## config.mk

```make
export PLATFORM = sky130hd
export DESIGN_NAME = general_purpose_pin_port
export DESIGN_NICKNAME = d
export VERILOG_FILES = /design/src/hw/gpio_pkg.sv /design/src/hw/pin_bank.sv /design/src/hw/general_purpose_pin_port.sv
export SDC_FILE = /design/constraint.sdc
export NUM_CORES = 1
export LEC_CHECK = 0
export BUFFER_PORTS_ARGS = -buffer_cell sky130_fd_sc_hd__buf_2
export CAP_MARGIN = 15
export CORE_ASPECT_RATIO = 1.1
export CORE_MARGIN = 8
export CORE_UTILIZATION = 35
export CTS_CLUSTER_SIZE = 10
export DETAILED_ROUTE_END_ITERATION = 7
export GPL_ROUTABILITY_DRIVEN = 0
export PLACE_DENSITY = 0.55
export SLEW_MARGIN = 10
export SYNTH_ARGS = -nofsm -noshare
export SYNTH_HDL_FRONTEND = slang
export SYNTH_HIERARCHICAL = 1
export SYNTH_SLANG_ARGS = --single-unit
```

## constraint.sdc

```tcl
create_clock -name core_clk -period 2.9 [get_ports core_clk]
set_clock_uncertainty 0.2 [all_clocks]
set_input_delay 0.435 -clock core_clk [delete_from_list [all_inputs] [get_ports core_clk]]
set_output_delay 0.435 -clock core_clk [all_outputs]
set_load 0.005 [all_outputs]
```

## src/hw/gpio_pkg.sv

```systemverilog
// Overview of operation
// - two control registers, one per bank; bits 7-4 direction, bits 3-0 value
// - direction bit 0 makes the pin an input, 1 a driven output
// - after reset bank zero directions are 1111, bank one directions 0000
// - after reset both value nibbles are 0000, so outputs start low
// - input pin: reading its value bit returns the sampled pin level
// - output pin: driven to the level last written to its value bit
// - writing the value bit of an input pin never drives the pin
// - direction may change any time, applied to each pin individually
package gpio_pkg;
  // ==========================================
  // register map
  localparam int unsigned AddrWidth = 4;
  localparam int unsigned DataWidth = 8;
  localparam int unsigned PinsPerBank = 4;
  localparam int unsigned NumBanks = 2;
  localparam logic [3:0] PinBankZeroControlOffset = 4'h0;
  localparam logic [3:0] PinBankOneControlOffset = 4'h1;
  // ==========================================
  // field layout
  localparam int unsigned DirLsb = 4;
  localparam int unsigned ValueLsb = 0;
  // ==========================================
  // reset values
  localparam logic [3:0] BankZeroDirReset = 4'hF;
  localparam logic [3:0] BankOneDirReset = 4'h0;
  localparam logic [3:0] ValueReset = 4'h0;
  localparam logic [7:0] UnmappedReadData = 8'h00;
endpackage : gpio_pkg

```

## src/hw/pin_bank.sv

```systemverilog
module pin_bank
  import gpio_pkg::*;
#(
  parameter logic [3:0] DirResetValue = 4'h0
)
(
  input wire logic core_clk,
  input wire logic rst,
  input wire logic writeEn,
  input wire logic [7:0] writeData,
  input wire logic [3:0] pinIn,
  output logic [7:0] readValue,
  output logic [3:0] pinOut,
  output logic [3:0] pinOutEnN
);
  logic [3:0] dir_q;
  logic [3:0] dir_d;
  logic [3:0] value_q;
  logic [3:0] value_d;
  logic [3:0] pinMeta_q;
  logic [3:0] pinMeta_d;
  logic [3:0] pinSync_q;
  logic [3:0] pinSync_d;
  logic [3:0] pinOut_q;
  logic [3:0] pinOut_d;
  logic [3:0] pinOutEnN_q;
  logic [3:0] pinOutEnN_d;

  // ==========================================
  // control state and pin drivers
  always_comb
  begin
    dir_d = dir_q;
    value_d = value_q;
    if (writeEn)
    begin
      dir_d = writeData[DirLsb +: PinsPerBank];
      // value latch is kept even for inputs; only the enable gates the pin
      value_d = writeData[ValueLsb +: PinsPerBank];
    end
    // drive follows the new settings, so output pins have no extra lag
    pinOut_d = value_d;
    pinOutEnN_d = ~dir_d;
    pinMeta_d = pinIn;
    pinSync_d = pinMeta_q;
  end

  always_ff @(posedge core_clk or posedge rst)
  begin
    if (rst)
    begin
      dir_q <= DirResetValue;
      value_q <= ValueReset;
      pinOut_q <= ValueReset;
      pinOutEnN_q <= ~DirResetValue;
      pinMeta_q <= 4'h0;
      pinSync_q <= 4'h0;
    end
    else
    begin
      dir_q <= dir_d;
      value_q <= value_d;
      pinOut_q <= pinOut_d;
      pinOutEnN_q <= pinOutEnN_d;
      pinMeta_q <= pinMeta_d;
      pinSync_q <= pinSync_d;
    end
  end

  // ==========================================
  // readback: per pin, sampled level for inputs, latch for outputs
  always_comb
  begin
    readValue = {dir_q, (dir_q & value_q) | (~dir_q & pinSync_q)};
  end

  assign pinOut = pinOut_q;
  assign pinOutEnN = pinOutEnN_q;
endmodule : pin_bank

```

## src/hw/general_purpose_pin_port.sv

```systemverilog
// The register offsets and the plain strobed port were left to the implementer.
module general_purpose_pin_port
  import gpio_pkg::*;
(
  input wire logic core_clk,
  input wire logic rst,
  input wire logic [3:0] regAddr,
  input wire logic [7:0] regWriteData,
  input wire logic regWrite,
  input wire logic regRead,
  output logic [7:0] regReadData,
  input wire logic [7:0] pinIn,
  output logic [7:0] pinOut,
  output logic [7:0] pinOutEnN
);
  // ==========================================
  // address decode shared by write and read paths
  function automatic logic [1:0] decodeBank(input logic [3:0] addr);
    logic [1:0] hit;
    hit = 2'h0;
    if (addr == PinBankZeroControlOffset)
    begin
      hit = 2'h1;
    end
    else if (addr == PinBankOneControlOffset)
    begin
      hit = 2'h2;
    end
    return hit;
  endfunction : decodeBank

  logic [1:0] writeHit;
  logic [1:0] readHit;
  logic [7:0] bankRead [NumBanks];
  logic [7:0] regReadData_q;
  logic [7:0] regReadData_d;

  // ==========================================
  // one bank instance per register
  always_comb
  begin
    writeHit = regWrite ? decodeBank(regAddr) : 2'h0;
    readHit = decodeBank(regAddr);
  end

  pin_bank #(
    .DirResetValue(BankZeroDirReset)
  ) bankZero (
    .core_clk(core_clk),
    .rst(rst),
    .writeEn(writeHit[0]),
    .writeData(regWriteData),
    .pinIn(pinIn[3:0]),
    .readValue(bankRead[0]),
    .pinOut(pinOut[3:0]),
    .pinOutEnN(pinOutEnN[3:0])
  );

  pin_bank #(
    .DirResetValue(BankOneDirReset)
  ) bankOne (
    .core_clk(core_clk),
    .rst(rst),
    .writeEn(writeHit[1]),
    .writeData(regWriteData),
    .pinIn(pinIn[7:4]),
    .readValue(bankRead[1]),
    .pinOut(pinOut[7:4]),
    .pinOutEnN(pinOutEnN[7:4])
  );

  // ==========================================
  // read data valid only the cycle after the strobe; zero otherwise
  always_comb
  begin
    regReadData_d = 8'h00;
    if (regRead)
    begin
      regReadData_d = UnmappedReadData;
      if (readHit[0])
      begin
        regReadData_d = bankRead[0];
      end
      else if (readHit[1])
      begin
        regReadData_d = bankRead[1];
      end
    end
  end

  always_ff @(posedge core_clk or posedge rst)
  begin
    if (rst)
    begin
      regReadData_q <= 8'h00;
    end
    else
    begin
      regReadData_q <= regReadData_d;
    end
  end

  assign regReadData = regReadData_q;
endmodule : general_purpose_pin_port

```

==> results_dict.tcl, run 1 <==
set metrics [dict create \
    synthXorXnorAreaFrac_pct 0 \
    clock_sinks 48 \
    drt-total-wl_mm 3.62 \
    ys_types 13 \
    cts_setup_buffers 0 \
    dp_cells 211 \
    vias_per_cell 4.50 \
    row_count 27 \
    fp.coreArea_um2 5000 \
    hold_slack_ns 0.0432 \
    yosys-top-cells-area "dfrtp_1 (56%), dfstp_2 (12%), mux2_4 (10%)" \
    synth_compound_area_share_pct 0 \
    synth_warnings 6 \
    synth_fa_ha_area_share_pct 0 \
    cp.arrival_ns 1.63 \
    grtUsageMet1_pct 10.7 \
    grt_antenna_before_repair 0 \
    die_w_um 84.4 \
    setup_slack_ns 1.25 \
    grt.met2_usage_pct 16.6 \
    drive_above_1_share_pct 56.5 \
    irDropWorstVdd_mv 0.246 \
    clock_latency_ns 0.29 \
    syn_avg_cell_area_um2 16.8 \
    rr_worst_depth 3 \
    worst_ep_required_time_ns 2.88 \
    rrSetupSlack_ns 1.47 \
    fin_crit_sh_pct 56.8 \
    finalHoldViolCount 0 \
    yosys_register_bits 48 \
    critical_path_class "input port to flop" \
    fillers 477 \
    ys_seq_area_share_pct 67.2 \
    grt_overflow_total 0 \
    grt_pass1_wl_mm 6.00 \
    finalNetCount 185 \
    finalSetupViolCount 0 \
    instances_no_fill 219 \
    syn_to_final_growth_pct 21.7 \
    cp-end-kind "flop" \
    die_h_um 91.3 \
    holdCritStartpoint "pinIn[5]" \
    slowest_delay_ns 0.36 \
    dieArea_um2 7700 \
    grt_use_met3_pct 3.96 \
    post_cts_resize_count 0 \
    grt_most_used_layer "met2" \
    status "finished, final reports clean" \
    p_leak_nw 1.06 \
    dr.pass1.iters 2 \
    syn-instance-count 107 \
    crit_fanout 12 \
    clock_path_buffers 2 \
    syn-num-nets 131 \
    hpwlAfterDp_mm 2.71 \
    netlist_area_um2 1800 \
    synthSimpleGateAreaFrac_pct 3.61 \
    yosys.area.top_type_share_pct 55.6 \
    hold_depth 1 \
    place_ws_ns 0.955 \
    routedWlPerCell_um 16.5 \
    p_per_area_nw_per_um2 668 \
    relSlewSlack_pct 45.6 \
    cts_inserted_buffers 5 \
    timing.setup.tns_ns 0 \
    vias 986 \
    htreeDepth 2 \
    power.total_w 0.00146 \
    cts_tree "built" \
    r2r-end "regReadData[0]" \
    pin_count 48 \
    yosys.area.top_type "dfrtp_1" \
    start_kind "input port" \
    period_minus_slack_ns 1.65 \
    max_freq_ghz 0.607 \
    synth_top_family_by_area "multiplexers" \
    hold_path_class "input port to flop" \
    drt-initial-drc-count 49 \
    slew_violations 0 \
    rsz0062_at_grt "no" \
    antenna_cells 0 \
    worstMarginPinSlew_ns 0.815 \
    track_usage_pct 9.92 \
    hold_path_end "bankOne/pinMeta_q[1]" \
    cts_root_buf "clkbuf_8" \
    muxShareOfSynthArea_pct 26.4 \
    cp_slowest_cell "mux2_2" \
    ant_nets 0 \
    drc 0 \
    initial_core_util_pct 36.0 \
    grt_max_degree 21 \
    clkTransAtPathRegs_ns 0.08 \
    port_buffers 47 \
    path_cells "buf_2 -> nand2b_1 -> nor4b_2 -> buf_4 -> mux2_2" \
    first_global_vias 1117 \
    maxCapViolations 0 \
]
-- per-layer routing --
| metal | wire, um | up-vias |
|---|---|---|
| li1 | - | 469 |
| met1 | 1440 | 487 |
| met2 | 1880 | 28 |
| met3 | 255 | 2 |
| met4 | 44 | 0 |
| met5 | 0 | - |
-- cells in the mapped netlist --
master    count
nand2b_1      1
nor4_1        1
nor2_1        8
inv_1         3
mux2_2       12
or4b_4        1
buf_2         1
dfstp_2       8
mux2i_1      16
dfrtp_1      40
nor4b_1       1
buf_6         3
mux2_4       12
-- worst max-delay path: cells and delay by family --
kind / cells / cell delay, ns
buffers and inverters: 2 / 0.39
muxes: 1 / 0.36
and+or+nand+nor: 2 / 0.44
-- cell type report --
cell class | instances | area, um2 | share of cell area (%)
well taps | 58 | 72.6 | 3.31
clock inverters | 1 | 5.00 | 0.228
clock buffers | 6 | 72.6 | 3.31
inverters | 3 | 11.3 | 0.513
multi-input cells | 52 | 553 | 25.2
flip-flops and latches | 48 | 1210 | 55.2
repair buffers | 51 | 268 | 12.2
-- power by group --
part | switching, W | leakage (nW) | internal (W)
Clock | 0.000206 | 0.0410 | 0.000164
Combinational | 0.0000962 | 0.442 | 0.000159
Sequential | 0.0000598 | 0.573 | 0.000780
-- metrics by stage --
stage	cell area, um2	util (%)
global placement	2110	42.1
CTS	2190	43.9
finish	2190	43.9
floorplan	1800	-
global route	2190	43.9
detailed placement	2110	42.1
-- how the worst max path moves through the flow --
stage                    start                     to  slack (ns)  cells after the start
global placement    regAddr[1]      bankOne/pinOut[0]        0.98                      5
finish              regAddr[1]      bankOne/pinOut[3]        1.25                      5
detailed placement  regAddr[1]      bankOne/pinOut[3]        0.96                      5
CTS                        rst  bankZero/pinMeta_q[0]        1.22                      3
global route               rst     bankZero/pinOut[1]        1.12                      3
floorplan           regAddr[0]                   flop        0.87                      4
-- timing repair --
item                                   in CTS  in global routing
hold buffers                                1                  0
endpoints found under the hold margin       8                  0
setup endpoints to repair                   0                  0
-- cell families (layout without fill, tap and decap cells) --
family	after synthesis	count (layout)
and+or+nand+nor	12	12
DFF	48	48
buffers and inverters	7	61
muxes	40	40
-- layout by cell type (no fill, tap or decap) --
cell / instances
buf_2: 47
buf_4: 3
clkbuf_1: 1
clkbuf_8: 5
clkinv_2: 1
dfrtp_1: 40
dfstp_2: 8
dlygate4sd3_1: 1
inv_1: 3
mux2_2: 12
mux2_4: 12
mux2i_1: 16
nand2b_1: 1
nor2_1: 8
nor4_2: 1
nor4b_2: 1
or4b_4: 1
Note: power is estimated with default switching activity, not from simulation.
==> run 2: changes to the inputs <==
--- a/config.mk
+++ b/config.mk
@@ -5,6 +5,7 @@
 export SDC_FILE = /design/constraint.sdc
 export NUM_CORES = 1
 export LEC_CHECK = 0
+export ABC_AREA = 1
 export BUFFER_PORTS_ARGS = -buffer_cell sky130_fd_sc_hd__buf_2
 export CAP_MARGIN = 15
 export CORE_ASPECT_RATIO = 1.1
@@ -13,7 +14,7 @@
 export CTS_CLUSTER_SIZE = 10
 export DETAILED_ROUTE_END_ITERATION = 7
 export GPL_ROUTABILITY_DRIVEN = 0
-export PLACE_DENSITY = 0.55
+export PLACE_DENSITY = 0.57
 export SLEW_MARGIN = 10
 export SYNTH_ARGS = -nofsm -noshare
 export SYNTH_HDL_FRONTEND = slang
==> constraint.sdc (replaced) <==
create_clock -name core_clk -period 1.5 [get_ports core_clk]
set_clock_uncertainty 0.2 [all_clocks]
set_input_delay 0.225 -clock core_clk [delete_from_list [all_inputs] [get_ports core_clk]]
set_output_delay 0.225 -clock core_clk [all_outputs]
set_load 0.005 [all_outputs]
==> run 2 against run 1 <==
Worst setup slack got worse by 1.1 ns. Clock power grew 110%. Synthesized area up 3.8%. Worst hold slack better by 0.058 ns. Utilization increased by 2.6 points. Combinational power grew 74%. Register-to-register slack worse by 1.2 ns. Largest power group unchanged.
==> results_dict.tcl, run 2 <==
set metrics [dict create \
    status "finished, final reports clean" \
    layout_common_cells "nand2_1 (98), buf_2 (47), dfrtp_1 (40), inv_1 (22), dlygate4sd3_1 (17)" \
    first_global_vias 1551 \
    cp-end-kind "output pin" \
    synth_edf_count 0 \
    fp.coreArea_um2 5260 \
    multi_input_area_um2 519 \
    post_cts_resize_count 0 \
    row_count 28 \
    syn_avg_cell_area_um2 9.16 \
    drt-initial-drc-count 45 \
    seq_area_um2 1210 \
    grtUsageMet1_pct 13.9 \
    cp_slowest_cell "dfstp_2" \
    drive_above_1_share_pct 26.3 \
    syn-num-nets 228 \
    grt_pass1_wl_mm 7.30 \
    hpwlAfterDp_mm 3.05 \
    hold_path_class "input port to flop" \
    yosysMostFrequentCell "nand2_1" \
    worstMarginPinSlew_ns 0.308 \
    fin_crit_sh_pct 89.9 \
    netlist_area_um2 1870 \
    cp.arrival_ns 0.92 \
    port_buffers 47 \
    max_freq_ghz 0.742 \
    path_buf_inv 1 \
    p_leak_nw 1.32 \
    slowest_delay_ns 0.53 \
    ys_types 12 \
    synth_warnings 6 \
    grt.met2_usage_pct 19.2 \
    yosys.area.top_type_share_pct 53.5 \
    cts_setup_buffers 0 \
    crit_fanout 1 \
    maxCapViolations 0 \
    yosys-top-cells-area "dfrtp_1 (54%), nand2_1 (20%), dfstp_2 (11%)" \
    drt-total-wl_mm 4.22 \
    vias_per_cell 4.34 \
    pin_count 48 \
    cts_root_buf "clkbuf_8" \
    async_reset_ff_share_pct 100 \
    finalNetCount 301 \
    yosys_register_bits 48 \
    initial_core_util_pct 35.6 \
    p_per_area_nw_per_um2 1150 \
    grt_max_degree 21 \
    vias 1467 \
    postCtsHoldBufs 17 \
    path_cells "buf_2" \
    critical-path-top-delay-family "flip-flops" \
    clock_sinks 48 \
    drc 0 \
    htreeDepth 2 \
    slew_violations 0 \
    clock_path_buffers 2 \
    grt_antenna_before_repair 0 \
    die_h_um 92.7 \
    start_kind "flop" \
    synth_flop_cell "dfrtp_1" \
    syn-instance-count 204 \
    syn_to_final_growth_pct 30.7 \
    finalHoldViolCount 0 \
    ys_seq_area_share_pct 64.8 \
    critical_path_class "flop to output pin" \
    finalSetupViolCount 0 \
    power.total_w 0.00280 \
    grt_overflow_total 0 \
    clkTransAtPathRegs_ns 0.08 \
    grt_most_used_layer "met2" \
    fillers 507 \
    routedWlPerCell_um 12.5 \
    yosys.area.top_type "dfrtp_1" \
    period_minus_slack_ns 1.35 \
    post_dp_cell_area_um2 2180 \
    worst_ep_required_time_ns 1.07 \
    ant_nets 0 \
    yosys-top-cells-count "nand2_1 (98), dfrtp_1 (40), inv_1 (22)" \
    cts_inserted_buffers 5 \
    grt_use_met3_pct 3.54 \
    irDropWorstVdd_mv 0.635 \
    hold_slack_ns 0.101 \
    layout_commonest_cell "nand2_1" \
    die_w_um 85.7 \
    dieArea_um2 7940 \
    relSlewSlack_pct 79.4 \
    cts_tree "built" \
    track_usage_pct 11.7 \
    rsz0062_at_grt "no" \
    timing.setup.tns_ns 0 \
    clock_latency_ns 0.29 \
    dr.pass1.iters 4 \
    stdcell_area_um2 2440 \
    antenna_cells 0 \
]
-- run 2: metal layers --
metal	part of all wire, %	wire, um
met5	0	0
met4	1.4	58
met3	5.4	226
met2	49	2070
met1	44	1870
-- run 2: worst register-to-register path: stages (launching register included) --
cell,delay (ns)
dfstp_2,0.56
inv_1,0.06
nand2_1,0.06
nand2_1,0.05
nand3_1,0.07
a21oi_1,0.06
-- run 2: worst paths after layout --
kind                                  startpoint                    end  slack (ns)  cells after the start
max                         bankOne/pinOutEnN[2]           pinOutEnN[6]        0.15                      1
min                                      regRead         regReadData[5]        0.10                      3
max in group asynchronous                    rst              async pin        0.51                      4
max reg2reg                                 flop         regReadData[0]        0.32                      5
min reg2reg                bankZero/pinMeta_q[1]  bankZero/pinSync_q[1]        0.15                      0
min in group asynchronous                    rst         regReadData[5]        0.24                      3
-- run 2: kinds of logic (layout without fill, tap and decap cells) --
logic type / Yosys count / after routing / synth area share [%]
buffers and inverters: 29 / 103 / 7.43
AO/OA/AOI/OAI: 8 / 8 / 2.14
flip-flops: 48 / 48 / 64.8
AND/OR/NAND/NOR: 119 / 119 / 25.6
-- run 2: stage by stage --
step           instances  setup WS [ns]  utilization, %
6_report             338          0.152            46.5
2_1_floorplan        204          0.105               -
3_3_place_gp         313          0.178            41.5
3_5_place_dp         313          0.164            41.5
4_1_cts              338          0.137            46.5
5_1_grt              338          0.114            46.5
-- run 2: area by class of cell --
cell class	count	area share (%)
Sequential cell	48	49.6
Multi-Input combinational cell	127	21.2
Timing Repair Buffer	71	18.7
Clock buffer	8	3.69
Inverter	24	3.69
Tap cell	60	3.07
-- run 2: where the power goes --
group | internal, W | switching, W | total (W) | leakage [nW]
Sequential | 0.00148 | 0.0000962 | 0.00158 | 0.576
Clock | 0.000376 | 0.000400 | 0.000777 | 0.0455
Combinational | 0.000205 | 0.000238 | 0.000443 | 0.703
